$ cat config.mk
export PLATFORM = sky130hd
export DESIGN_NAME = inactivity_sleep_unit
export DESIGN_NICKNAME = d
export VERILOG_FILES = /design/src/apd_pkg.sv /design/src/inactivity_sleep_unit.sv
export SDC_FILE = /design/constraint.sdc
export NUM_CORES = 1
export LEC_CHECK = 0
export CORE_MARGIN = 4
export CORE_UTILIZATION = 66
export DETAILED_ROUTE_END_ITERATION = 10
export DONT_BUFFER_PORTS = 1
export PLACE_DENSITY = 0.82
export SYNTH_ARGS = -nofsm -noshare
export SYNTH_HDL_FRONTEND = slang
export SYNTH_SLANG_ARGS = --single-unit
$ cat constraint.sdc
create_clock -name i_clk -period 5 [get_ports i_clk]
set_input_delay 1 -clock i_clk [delete_from_list [all_inputs] [get_ports i_clk]]
set_output_delay 1 -clock i_clk [all_outputs]
set_load 0.05 [all_outputs]
$ cat src/apd_pkg.sv
// constants for the inactivity sleep unit: pin indices, mode bit positions, counts
// assumes all pins are sampled on the single 10 MHz system clock
package sleep_unit_pkg;
	// system clock rate, for reference by the surrounding logic
	localparam int unsigned CLK_HZ       = 10_000_000;
	// positions in the sampled pin vector
	localparam int unsigned P_STB        = 0;
	localparam int unsigned P_CLK        = 1;
	localparam int unsigned P_CSI        = 2;
	localparam int unsigned P_RST        = 3;
	localparam int unsigned P_CTL        = 4;
	localparam int unsigned P_BYTE_EN    = 7;
	localparam int unsigned P_BUS        = 8;
	localparam int unsigned PIN_W        = 16;
	// pin levels while idle: select in rests high, all others low
	localparam logic [15:0] PIN_IDLE     = 16'h0004;
	// power mode register zero fields
	localparam int unsigned B_UNIT_EN    = 1;
	localparam int unsigned B_TURBO_OFF  = 3;
	localparam int unsigned B_ARRAY_CLK  = 4;
	localparam int unsigned B_MCELL_CLK  = 5;
	localparam logic [7:0]  PMR0_MASK    = 8'h3a;
	// power mode register two fields
	localparam int unsigned B_CTL0_OFF   = 2;
	localparam int unsigned B_STB_OFF    = 5;
	localparam int unsigned B_BYTE_OFF   = 6;
	localparam logic [7:0]  PMR2_MASK    = 8'h7c;
	// reset values and idle count
	localparam logic [7:0]  PMR_RESET    = 8'h00;
	localparam logic [3:0]  CNT_RESET    = 4'h0;
	localparam logic [3:0]  CNT_STEP     = 4'h1;
	localparam logic [3:0]  PD_COUNT     = 4'hf;
endpackage

$ cat src/inactivity_sleep_unit.sv
// inactivity sleep unit: idle counter, power-down flag, bus gating, signal blocking
// assumes pins are asynchronous to i_clk and mode writes come from logic on i_clk
//
// Summary of operation
// memories wake only on input change, then standby
// enabled unit counts count-clock edges after strobe stops
// fifteen idle count periods raise the power-down flag
// unit enable alone makes power-down available
// strobe, select low or reset high exits
// power-down gates bus and deselects memories
// count clock block never stops idle counter
// power-down leaves logic arrays running normally
// power-down tri-states data port, address undefined
// select high disables memories, not arrays
// mcu writes modes; blocking bits stop signals
// turbo default on; off allows array standby
// toggling array inputs keep arrays awake only
// register zero bit 1 enables the unit
// register zero bit 3 turns turbo off
// register two bits 2-6 block array inputs
// mode bits cleared at power-up only
// strobe pulse clears the idle counter
`timescale 1ns/100ps
module inactivity_sleep_unit
	import sleep_unit_pkg::*;
(
	input  wire logic       i_clk,                 // 10 MHz system clock
	input  wire logic       i_arst_n,              // power-up reset, active low
	input  wire logic       i_address_strobe_pin,  // mcu address strobe
	input  wire logic       i_count_clock_input,   // count clock pin
	input  wire logic       i_select_port_pin_n,   // chip select in, active low
	input  wire logic       i_reset_pin,           // device reset pin, active high
	input  wire logic [2:0] i_ctrl,                // mcu control inputs 0..2
	input  wire logic       i_data_byte_enable_input, // data byte enable
	input  wire logic [7:0] i_bus,                 // mcu address/data bus
	input  wire logic       i_pmr0_wr,             // write strobe, register zero
	input  wire logic       i_pmr2_wr,             // write strobe, register two
	input  wire logic [7:0] i_wdata,               // write data
	output logic [7:0]      o_power_mode_reg_zero, // register zero readback
	output logic [7:0]      o_power_mode_reg_two,  // register two readback
	output logic            o_power_down_flag,     // power-down mode
	output logic [3:0]      o_idle_count,          // idle counter value
	output logic [7:0]      o_mem_bus,             // bus as seen by memories
	output logic            o_mem_select,          // memories and io block selected
	output logic            o_mem_wake,            // memory wake pulse
	output logic [7:0]      o_pld_bus,             // bus as seen by arrays
	output logic [2:0]      o_pld_ctrl,            // control inputs to arrays
	output logic            o_pld_strobe,          // strobe to arrays
	output logic            o_pld_byte_en,         // byte enable to arrays
	output logic            o_pld_array_clk,       // count clock to and array
	output logic            o_pld_mcell_clk,       // count clock to macrocells
	output logic            o_turbo_on,            // arrays at full speed
	output logic            o_pld_standby,         // arrays at standby current
	output logic            o_data_port_tristate,  // data and peripheral pins off
	output logic            o_addr_out_undefined   // latched address pins undefined
);

	// all state of the block
	typedef struct packed {
		logic [PIN_W-1:0] sync1;      // first synchroniser stage
		logic [PIN_W-1:0] sync2;      // second synchroniser stage
		logic [PIN_W-1:0] prev;       // previous synchronised pins
		logic [7:0]       pmr0;       // power mode register zero
		logic [7:0]       pmr2;       // power mode register two
		logic [3:0]       cnt;        // idle counter
		logic             pd;         // power-down flag
		logic [7:0]       mem_bus;    // latched memory bus
		logic             mem_sel;    // memory select
		logic             mem_wake;   // memory wake pulse
		logic [7:0]       pld_bus;    // array bus
		logic [2:0]       pld_ctrl;   // array control inputs
		logic             pld_strobe; // array strobe
		logic             pld_byte_en; // array byte enable
		logic             pld_aclk;   // array clock
		logic             pld_mclk;   // macrocell clock
		logic             pld_stby;   // array standby
		logic             turbo;      // arrays at full speed
	} state_t;

	// power-up state: pins at idle level so no false exit, modes clear, turbo on
	localparam state_t Q_RESET = '{sync1: PIN_IDLE, sync2: PIN_IDLE, prev: PIN_IDLE,
		turbo: 1'b1, default: '0};

	state_t q;                         // registered state
	state_t d;                         // next state

	// rising edge of a synchronised level
	function automatic logic rise(input logic prev, input logic cur);
		rise = cur & ~prev;
	endfunction

	// any bit of a group changed
	function automatic logic changed(input logic [15:0] a, input logic [15:0] b);
		changed = (a != b);
	endfunction

	logic stb_edge;                    // strobe pulse seen
	logic clk_edge;                    // count clock period seen
	logic wake;                        // any exit condition
	logic unit_en;                     // unit enabled

	// next-state logic
	always_comb begin
		d = q;
		d.sync1 = {i_bus, i_data_byte_enable_input, i_ctrl, i_reset_pin,
			i_select_port_pin_n, i_count_clock_input, i_address_strobe_pin};
		d.sync2 = q.sync1;
		d.prev = q.sync2;
		stb_edge = rise(q.prev[P_STB], q.sync2[P_STB]);
		// counter sees the raw count clock, never the blocked copy
		clk_edge = rise(q.prev[P_CLK], q.sync2[P_CLK]);
		unit_en = q.pmr0[B_UNIT_EN];
		wake = stb_edge | ~q.sync2[P_CSI] | q.sync2[P_RST];
		// mode writes, unused bits forced to zero; reset pin leaves them alone
		if (i_pmr0_wr) begin
			d.pmr0 = i_wdata & PMR0_MASK;
		end
		if (i_pmr2_wr) begin
			d.pmr2 = i_wdata & PMR2_MASK;
		end
		// turbo flop follows register zero bit 3 in the cycle of the write
		d.turbo = ~d.pmr0[B_TURBO_OFF];
		// idle counter and power-down flag; exit conditions win over counting
		if (!unit_en || wake) begin
			d.cnt = CNT_RESET;
			d.pd = 1'b0;
		end else if (clk_edge && q.cnt != PD_COUNT) begin
			d.cnt = q.cnt + CNT_STEP;
			if (d.cnt == PD_COUNT) begin
				d.pd = 1'b1;
			end
		end
		// memory side: bus frozen and memories deselected in power-down
		// select high deselects memories and io block only
		d.mem_sel = ~q.sync2[P_CSI] & ~d.pd;
		if (!d.pd) begin
			d.mem_bus = q.sync2[P_BUS +: 8];
		end
		// one-cycle wake on a gated input change, standby otherwise
		d.mem_wake = d.mem_sel && (d.mem_bus != q.mem_bus);
		// array inputs: bus gated in power-down, rest only by blocking bits
		if (!d.pd) begin
			d.pld_bus = q.sync2[P_BUS +: 8];
		end
		for (int i = 0; i < 3; i++) begin
			d.pld_ctrl[i] = q.sync2[P_CTL + i] & ~q.pmr2[B_CTL0_OFF + i];
		end
		d.pld_strobe = q.sync2[P_STB] & ~q.pmr2[B_STB_OFF];
		d.pld_byte_en = q.sync2[P_BYTE_EN] & ~q.pmr2[B_BYTE_OFF];
		d.pld_aclk = q.sync2[P_CLK] & ~q.pmr0[B_ARRAY_CLK];
		d.pld_mclk = q.sync2[P_CLK] & ~q.pmr0[B_MCELL_CLK];
		// standby only with turbo off and no unblocked input moving
		d.pld_stby = q.pmr0[B_TURBO_OFF] && !changed(
			{d.pld_bus, d.pld_ctrl, d.pld_strobe, d.pld_byte_en, d.pld_aclk, d.pld_mclk, 1'b0},
			{q.pld_bus, q.pld_ctrl, q.pld_strobe, q.pld_byte_en, q.pld_aclk, q.pld_mclk, 1'b0});
	end

	// state register; power-up clears modes, counter and flag, loads pins at idle level, turbo on by default
	always_ff @(posedge i_clk or negedge i_arst_n) begin
		if (!i_arst_n) begin
			q <= Q_RESET;
		end else begin
			q <= d;
		end
	end

	// outputs straight from flops
	assign o_power_mode_reg_zero = q.pmr0;
	assign o_power_mode_reg_two  = q.pmr2;
	assign o_power_down_flag     = q.pd;
	assign o_idle_count          = q.cnt;
	assign o_mem_bus             = q.mem_bus;
	assign o_mem_select          = q.mem_sel;
	assign o_mem_wake            = q.mem_wake;
	assign o_pld_bus             = q.pld_bus;
	assign o_pld_ctrl            = q.pld_ctrl;
	assign o_pld_strobe          = q.pld_strobe;
	assign o_pld_byte_en         = q.pld_byte_en;
	assign o_pld_array_clk       = q.pld_aclk;
	assign o_pld_mcell_clk       = q.pld_mclk;
	assign o_turbo_on            = q.turbo;
	assign o_pld_standby         = q.pld_stby;
	// port effects of power-down
	assign o_data_port_tristate  = q.pd;
	assign o_addr_out_undefined  = q.pd;
endmodule

==> flow_metrics.env, run 1 <==
export IMPL_vias=1450
export IMPL_clk_insertion_delay_late_ns=0.33
export IMPL_start_util_pct=69.04
export IMPL_track_usage_pct=17.80
export IMPL_critPathMaxFanout=29
export IMPL_critPathLaunchType="register"
export IMPL_post_route_period_util_pct=55.45
export IMPL_post_cts_buffers=0
export IMPL_synth_area_leader_cell="dfrtp_1"
export IMPL_regToRegStartpoint="o_idle_count[0]"
export IMPL_cts_root_buffer="clkbuf_8"
export IMPL_ir_drop_uv=308.5
export IMPL_ys_flop_type="dfrtp_1"
export IMPL_hold_viol=0
export IMPL_power_per_cell_area_nw_per_um2=428.0
export IMPL_htreeDepth=3
export IMPL_status="completed"
export IMPL_synth_cells=232
export IMPL_place_gp_congestion=0.8238
export IMPL_register_area_um2=1881
export IMPL_path_delay_family="compound AO/OA/AOI/OAI gates"
export IMPL_grt_ovfl_total=0
export IMPL_initialDrtViolationCount=35
export IMPL_via_per_inst=5.513
export IMPL_antenna_found_initial=0
export IMPL_cp_slowest_cell="o31ai_4"
export IMPL_grt_pass1_vias=1487
export IMPL_cts_tree="done"
export IMPL_rsz0062_at_grt="false"
export IMPL_pin_count=78
export IMPL_core_area_um2=4384
export IMPL_post_route_drc_count=0
export IMPL_die_h_um=75.72
export IMPL_grt_start_max_net_pins=76
export IMPL_slew_violations=0
export IMPL_multi_input_area_um2=783.3
export IMPL_area_growth_pct=-1.323
export IMPL_max_slew_margin_pct=29.50
export IMPL_final_nets=236
export IMPL_crit_chain="ha_1 -> xor2_1 -> nand3_1 -> o31ai_4 -> mux2_2"
export IMPL_path_class="register to register"
export IMPL_fmax_ghz=0.3607
export IMPL_ys_seq_elements=75
export IMPL_ant_nets=0
export IMPL_crit_arrival_ns=2.99
export IMPL_hpwlAfterDp_um=3337
export IMPL_drive_gt1_share_pct=18.48
export IMPL_wirelength_um=4656
export IMPL_finClkSkew_ns=0.006815
export IMPL_setup_tns_ns=0
export IMPL_synth_top_area_share_pct=59.53
export IMPL_chipWidth_um=75.72
export IMPL_worst_slack_ns=2.228
export IMPL_holdCritPathClass="register to register"
export IMPL_drv_cap=0
export IMPL_hold_start="d[71]"
export IMPL_synthTopCellsByCount="dfrtp_1 (72), buf_4 (41), xor2_1 (16), mux2_2 (15)"
export IMPL_async_reset_ff_share_pct=100.0
export IMPL_syn_area_per_cell_um2=13.05
export IMPL_netlist_area_um2=3027
export IMPL_antenna_cells=0
export IMPL_routedWlPerCell_um=17.70
export IMPL_synth_cell_type_count=37
export IMPL_required_ns=5.22
export IMPL_synth_most_common_cell="dfrtp_1"
export IMPL_synth_edff_count=0
export IMPL_ys_seq_area_share_pct=62.13
export IMPL_fill_cells=325
export IMPL_cp_startpoint="o_idle_count[0]"
export IMPL_finalSetupViolCount=0
export IMPL_cts_resized=0
export IMPL_clkSinkCount=75
export IMPL_ys_top_cells_by_area="dfrtp_1 (60%), buf_4 (10%), mux2_2 (5.6%)"
export IMPL_synth_warnings=0
export IMPL_die_area_um2=5734
export IMPL_num_rows=24
export IMPL_grt_first_pass_wirelength_um=7320
export IMPL_critPathMaxStageDelay_ns=0.87
export IMPL_worst_pin_slew_ns=1.058
export IMPL_cp_num_buf_inv=0
export IMPL_dr_pass1_iters=4
export IMPL_total_leakage_power_nw=1.332
export IMPL_hold_buffers=0
export IMPL_io_buffers=0
export IMPL_numCtsBuffers=9
export IMPL_ctsLongestPathBuffers=2
export IMPL_pre_cts_slack_ns=2.231
export IMPL_fin_crit_ns=2.772
export IMPL_cp_end_kind="register"
export IMPL_clkSlewWorstSetupHoldPaths_ns=0.07
layer usage:
metal,wire length (um),global-route usage [%]
met1,1908,21.73
met2,2372,28.28
met3,285,5.805
met4,91,9.320
met5,0,0
state kept, by name, indices dropped and copies added, names as in the netlist:
| name | cells |
|---|---|
| d | 32 |
| o_mem_bus | 8 |
| o_pld_bus | 8 |
| o_power_mode_reg_two | 5 |
| o_idle_count | 4 |
| o_power_mode_reg_zero | 4 |
| o_pld_ctrl | 3 |
| q | 2 |
| o_addr_out_undefined | 1 |
| o_mem_select | 1 |
| o_mem_wake | 1 |
| o_pld_array_clk | 1 |
| o_pld_byte_en | 1 |
| o_pld_mcell_clk | 1 |
| o_pld_standby | 1 |
| o_pld_strobe | 1 |
| o_turbo_on | 1 |
logic make-up (layout without fill, tap and decap cells):
group,Yosys count,after routing,synth area share (%)
AOI/OAI and AO/OA,25,25,5.622
DFF,75,75,62.13
buffers and inverters,55,28,13.02
adders and majority gates,2,2,0.8267
other,1,7,0.1239
and+or+nand+nor,38,38,6.574
xor gates and xnor gates,20,20,5.787
muxes,16,16,5.911
per-stage QoR:
step | instances | utilization [%] | hold slack (ns) | area (um2) | total power [W]
final | 263 | 68.12 | 0.3515 | 2987 | 0.001278
after floorplan | 238 | - | 0.3312 | 3049 | 0.0008242
after global placement | 247 | 63.36 | 0.3319 | 2778 | 0.0008072
after CTS | 263 | 68.12 | 0.3386 | 2987 | 0.001292
after detailed placement | 247 | 63.36 | 0.3378 | 2778 | 0.0008124
after global routing | 263 | 68.12 | 0.3308 | 2987 | 0.001330
area by class of cell:
| class | count | share of cell area (%) |
|---|---|---|
| sequential | 75 | 62.97 |
| multi-input combinational | 108 | 26.23 |
| clock buffer | 11 | 4.399 |
| clock inverter | 5 | 2.597 |
| tap | 52 | 2.178 |
| inverter | 11 | 1.382 |
| timing repair buffer | 1 | 0.2514 |
layout by cell type (no fill, tap or decap), drive strengths merged:
master,n
clkinv,2
nand2b,1
inv,11
o2bb2ai,1
clkinvlp,1
mux2,15
nor2b,8
a31oi,1
and2b,2
o22ai,3
clkbuf,11
and2,1
nand3,5
nor4,3
xor2,16
a21oi,3
a211oi,1
ha,2
nand2,11
xnor2,4
nor3,1
nand4,1
nor2,5
conb,7
buf,1
mux2i,1
o21ai,10
a22oi,2
dfrtp,72
a221oi,1
dfstp,3
a2111oi,1
bufinv,2
o31ai,1
a31o,1
worst paths after layout:
kind	end	slack [ns]	cells after the start
setup / recovery	o_mem_bus[0]	2.23	5
hold / removal	d[55]	0.35	0
setup reg to reg	o_mem_bus[0]	2.23	5
hold reg to reg	d[55]	0.35	0
max in group asynchronous	d[50]	4.43	0
min in group asynchronous	d[53]	0.36	0
power breakdown:
group	internal, W	leakage (nW)	switching, W
registers	0.000640	0.893	0.000102
clock network	0.000280	0.103	0.000199
logic	0.0000248	0.336	0.0000327
(Power assumes the default switching activity.)
==> run 2, diff against run 1 <==
- ABC_AREA: unset -> 1
- CORE_UTILIZATION: 66 -> 56
- PLACE_DENSITY: 0.82 -> 0.74
- clock period: 5 -> 2.4 ns (I/O delays scaled with it)
==> flow_metrics.env, run 2 <==
export IMPL_initialDrtViolationCount=67
export IMPL_drv_cap=0
export IMPL_cp_num_buf_inv=0
export IMPL_die_area_um2=7060
export IMPL_dr_wl_met2_um=2561
export IMPL_setup_tns_ns=0
export IMPL_synth_top_family_by_area="buffers and inverters"
export IMPL_stdcell_area_um2=3332
export IMPL_regToRegSetupSlack_ns=0.32
export IMPL_grt_ovfl_total=0
export IMPL_synth_xor_area_share_pct=0.8118
export IMPL_grt_pass1_vias=1808
export IMPL_routedWlPerCell_um=13.80
export IMPL_wl_met3_um=357
export IMPL_final_nets=332
export IMPL_post_cts_buffers=0
export IMPL_cts_tree="done"
export IMPL_start_util_pct=58.42
export IMPL_area_growth_pct=2.938
export IMPL_place_area_um2=3067
export IMPL_syn_area_per_cell_um2=10.12
export IMPL_layout_common_cells="dfrtp_1 (72), inv_1 (51), nand2_1 (39), o21ai_0 (20), nand3_1 (19)"
export IMPL_clkSlewWorstSetupHoldPaths_ns=0.08
export IMPL_regToRegStartpoint="o_idle_count[0]"
export IMPL_ctsLongestPathBuffers=2
export IMPL_antenna_found_initial=0
export IMPL_rsz0062_at_grt="false"
export IMPL_post_route_period_util_pct=86.56
export IMPL_crit_arrival_ns=2.31
export IMPL_wirelength_um=5231
export IMPL_via_per_inst=4.879
export IMPL_synth_compound_area_share_pct=6.069
export IMPL_cp_slowest_cell="dfrtp_1"
export IMPL_synth_simple_area_share_pct=15.54
export IMPL_holdCritPathClass="input pin to asynchronous set/reset pin"
export IMPL_clk_insertion_delay_late_ns=0.34
export IMPL_ir_drop_uv=612.6
export IMPL_numCtsBuffers=9
export IMPL_power_per_cell_area_nw_per_um2=838.7
export IMPL_finClkSkew_ns=0.008749
export IMPL_finalSetupViolCount=0
export IMPL_highest_layer="met4"
export IMPL_synthTopCellsByCount="dfrtp_1 (72), inv_1 (51), buf_4 (42), nand2_1 (39), o21ai_0 (20)"
export IMPL_dr_pass1_iters=4
export IMPL_critPathMaxStageDelay_ns=0.45
export IMPL_crit_chain="ha_1 -> nand3_1 -> nand2_1 -> nor2_1 -> nand2_1 -> nand2_2 -> nand2_8 -> nand2_1 -> o21ai_0 -> nor2_1 -> nand2_1 -> nor2_1 -> nor2_1"
export IMPL_pin_count=78
export IMPL_hold_ws_ns=0.02375
export IMPL_critPathLaunchType="register"
export IMPL_finalPower_w=0.002795
export IMPL_ys_flop_type="dfrtp_1"
export IMPL_largest_reg_flops=32
export IMPL_max_slew_margin_pct=62.60
export IMPL_post_route_drc_count=0
export IMPL_io_buffers=0
export IMPL_vias=1849
export IMPL_core_area_um2=5540
export IMPL_synth_area_leader_cell="dfrtp_1"
export IMPL_synthAdderAreaFrac_pct=0.7731
export IMPL_layout_cells_most_common="dfrtp_1"
export IMPL_total_leakage_power_nw=1.675
export IMPL_synth_top_area_share_pct=55.66
export IMPL_ys_seq_elements=75
export IMPL_synth_most_common_cell="dfrtp_1"
export IMPL_rr_endpoint="o_mem_wake"
export IMPL_synth_cell_type_count=29
export IMPL_htreeDepth=3
export IMPL_hpwlAfterDp_um=3686
export IMPL_fin_crit_ns=2.077
export IMPL_fmax_ghz=0.4814
export IMPL_slew_violations=0
export IMPL_netlist_area_um2=3237
export IMPL_chipWidth_um=84.03
export IMPL_grt_start_max_net_pins=76
export IMPL_path_class="register to register"
export IMPL_synth_warnings=0
export IMPL_ys_top_cells_by_area="dfrtp_1 (56%), buf_4 (9.7%), inv_1 (5.9%)"
export IMPL_ant_nets=0
export IMPL_track_usage_pct=16.10
export IMPL_cp_end_kind="register"
export IMPL_synth_edff_count=0
export IMPL_status="completed"
export IMPL_grt_first_pass_wirelength_um=8832
export IMPL_place_gp_congestion=0.8317
export IMPL_required_ns=2.63
export IMPL_num_rows=27
export IMPL_utilization_pct=60.14
export IMPL_die_h_um=84.03
export IMPL_critPathMaxFanout=47
export IMPL_ys_seq_area_share_pct=58.10
export IMPL_cts_root_buffer="clkbuf_8"
export IMPL_clkSinkCount=75
export IMPL_antenna_cells=0
export IMPL_path_delay_family="simple AND/OR/NAND/NOR gates"
export IMPL_hold_viol=0
export IMPL_drive_gt1_share_pct=16.61
export IMPL_synth_area_mux_share_pct=1.044
export IMPL_worst_pin_slew_ns=0.5610
export IMPL_wirelength_met1_um=2221
export IMPL_async_reset_ff_share_pct=100.0
export IMPL_synth_cells=320
export IMPL_rr_worst_depth=13
export IMPL_cp_startpoint="o_idle_count[0]"
[run 2: worst max path at each step]
stage	endpoint	slack (ns)	depth (start not counted)
final	o_mem_wake	0.32	13
after global routing	o_mem_wake	0.02	13
after CTS	o_mem_wake	0.19	13
after detailed placement	o_mem_wake	0.22	13
after global placement	o_mem_wake	0.30	13
after floorplan	o_mem_wake	0.67	14
[run 2: through the flow]
| step | instances | setup WS, ns |
|---|---|---|
| after global routing | 379 | 0.02389 |
| after floorplan | 326 | 0.6715 |
| after detailed placement | 362 | 0.2198 |
| after CTS | 379 | 0.1944 |
| final | 379 | 0.3226 |
| after global placement | 362 | 0.3000 |
[run 2: power by group]
| group | leakage (nW) | switching (W) | total, W | internal, W |
|---|---|---|---|---|
| Clock | 0.113 | 0.000481 | 0.00108 | 0.000603 |
| Sequential | 0.894 | 0.000169 | 0.00150 | 0.00133 |
| Combinational | 0.668 | 0.000144 | 0.000209 | 0.0000647 |
[run 2: final cells by class]
type	count	area (um2)
fillers	478	2208
repair buffers	12	110.1
well taps	72	90.09
inverters	54	202.7
clock inverters	7	105.1
flip-flops and latches	75	1881
multi-input cells	150	819.5
clock buffers	9	123.9
[run 2: cells by family (layout without fill, tap and decap cells)]
family          after synthesis  in the layout
buf+inv                     101             82
simple gates                 98             98
flops                        75             75
compound gates               37             37
xor+xnor                      3              3
mux                           3              3
fa+ha+maj                     2              2
other cells                   1              7
[run 2: routing by layer]
layer | global-route usage (%) | vias to the layer above
met1 | 19.92 | 883
met2 | 24.75 | 46
met5 | 0 | -
met4 | 6.140 | 0
met3 | 7.206 | 12
li1 | - | 908
[run 2: what timing repair did]
action | 4_1_cts | 5_1_grt
setup endpoints to repair | 0 | 2
hold buffers | 1 | 0
endpoints found under the hold margin | 75 | 0
gates resized for setup | 0 | 1
==> run 3, diff against run 2 <==
- ABC_AREA: 1 -> 0
==> flow_metrics.env, run 3 (synthesized netlist as in run 1, its figures left out) <==
export IMPL_status="completed"
export IMPL_area_growth_pct=3.721
export IMPL_post_cts_buffers=0
export IMPL_cp_end_kind="register"
export IMPL_hold_viol=0
export IMPL_start_util_pct=58.51
export IMPL_wirelength_um=4621
export IMPL_clkSlewWorstSetupHoldPaths_ns=0.07
export IMPL_clk_insertion_delay_late_ns=0.32
export IMPL_grt_ovfl_total=0
export IMPL_path_class="register to register"
export IMPL_place_gp_congestion=0.7465
export IMPL_holdCritPathClass="input pin to asynchronous set/reset pin"
export IMPL_grt_start_max_net_pins=76
export IMPL_layout_common_cells="dfrtp_1 (72), xor2_1 (16), mux2_2 (15), inv_1 (11), nand2_1 (11)"
export IMPL_utilization_pct=60.69
export IMPL_power_per_cell_area_nw_per_um2=903.6
export IMPL_vias=1440
export IMPL_routedWlPerCell_um=15.83
export IMPL_ir_drop_uv=667.0
export IMPL_track_usage_pct=15.76
export IMPL_fin_crit_ns=1.988
export IMPL_io_buffers=0
export IMPL_grt_first_pass_wirelength_um=7659
export IMPL_hpwlAfterDp_um=3293
export IMPL_final_nets=246
export IMPL_ant_nets=0
export IMPL_pin_count=78
export IMPL_slew_violations=0
export IMPL_cts_resized=0
export IMPL_drv_cap=0
export IMPL_die_h_um=81.52
export IMPL_via_per_inst=4.932
export IMPL_regToRegSetupSlack_ns=0.41
export IMPL_fill_cells=405
export IMPL_fmax_ghz=0.5031
export IMPL_max_slew_margin_pct=61.29
export IMPL_post_route_drc_count=0
export IMPL_layout_cells_most_common="dfrtp_1"
export IMPL_die_area_um2=6645
export IMPL_place_inst=274
export IMPL_largest_reg_flops=32
export IMPL_dr_pass1_iters=4
export IMPL_finalSetupViolCount=0
export IMPL_critPathLaunchType="register"
export IMPL_clkSinkCount=75
export IMPL_required_ns=2.61
export IMPL_cts_root_buffer="clkbuf_8"
export IMPL_regToRegStartpoint="o_idle_count[0]"
export IMPL_core_area_um2=5172
export IMPL_total_leakage_power_nw=1.411
export IMPL_post_route_period_util_pct=82.82
export IMPL_setup_tns_ns=0
export IMPL_htreeDepth=3
export IMPL_rsz0062_at_grt="false"
export IMPL_cts_tree="done"
export IMPL_grt_pass1_vias=1494
export IMPL_layout_cells_non_filler=292
export IMPL_ctsLongestPathBuffers=2
export IMPL_drive_gt1_share_pct=22.62
export IMPL_numCtsBuffers=9
export IMPL_finClkSkew_ns=0.007050
export IMPL_initialDrtViolationCount=79
export IMPL_num_rows=26
export IMPL_hold_buffers=1
export IMPL_chipWidth_um=81.52
export IMPL_rr_worst_depth=6
export IMPL_antenna_found_initial=0
export IMPL_worst_pin_slew_ns=0.5807
export IMPL_rr_endpoint="o_pld_bus[7]"
export IMPL_critPathMaxFanout=29
export IMPL_crit_arrival_ns=2.20
-- run 3: worst max-delay path by stage --
stage                     cells after the start  slack (ns)            start            to
after floorplan                               6        0.68  o_idle_count[0]  o_mem_bus[0]
after global placement                        6        0.48  o_idle_count[0]  o_pld_bus[7]
after detailed placement                      6        0.41  o_idle_count[0]  o_pld_bus[7]
after CTS                                     6        0.40  o_idle_count[0]  o_pld_bus[7]
after global routing                          6        0.29  o_idle_count[0]  o_pld_bus[7]
final                                         6        0.41  o_idle_count[0]  o_pld_bus[7]
-- run 3: through the flow --
stage | hold slack [ns] | setup slack [ns] | total power (W) | cell area [um2]
detailed placement | 0.1862 | 0.4144 | 0.001700 | 2868
CTS | 0.03571 | 0.3984 | 0.002874 | 3137
finish | 0.02380 | 0.4123 | 0.002837 | 3139
global placement | 0.1863 | 0.4770 | 0.001693 | 2868
floorplan | 0.1844 | 0.6811 | 0.001717 | 3049
global route | 0.04300 | 0.2887 | 0.002959 | 3137
-- run 3: final cells by class --
cell class | instances | area, um2 | share of cell area, %
clock inverter | 5 | 100.1 | 3.189
inverter | 11 | 41.29 | 1.315
clock buffer | 11 | 141.4 | 4.504
tap | 70 | 87.58 | 2.790
antenna | 1 | 2.502 | 0.07971
multi-input combinational | 108 | 783.3 | 24.95
timing repair buffer | 11 | 102.6 | 3.268
sequential | 75 | 1881 | 59.90
-- run 3: worst max-delay path: stages (launching register included) --
cell and delay, ns:
dfrtp_1 0.43, ha_1 0.25, xor2_1 0.16, nand3_1 0.15, o31ai_4 0.18, buf_4 0.32
mux2_2 0.37
-- run 3: where the power goes --
part           switching, W  internal (W)
sequential         0.000187       0.00133
clock              0.000422      0.000716
combinational      0.000114     0.0000636
-- run 3: routing by layer --
layer | track usage [%] | share of wire (%) | wire (um) | vias up
met5 | 0 | 0 | 0 | -
met4 | 7.264 | 1.1 | 49 | 0
met3 | 5.373 | 6.7 | 311 | 5
met2 | 22.64 | 48 | 2232 | 42
met1 | 21.60 | 44 | 2026 | 707
li1 | - | - | - | 686
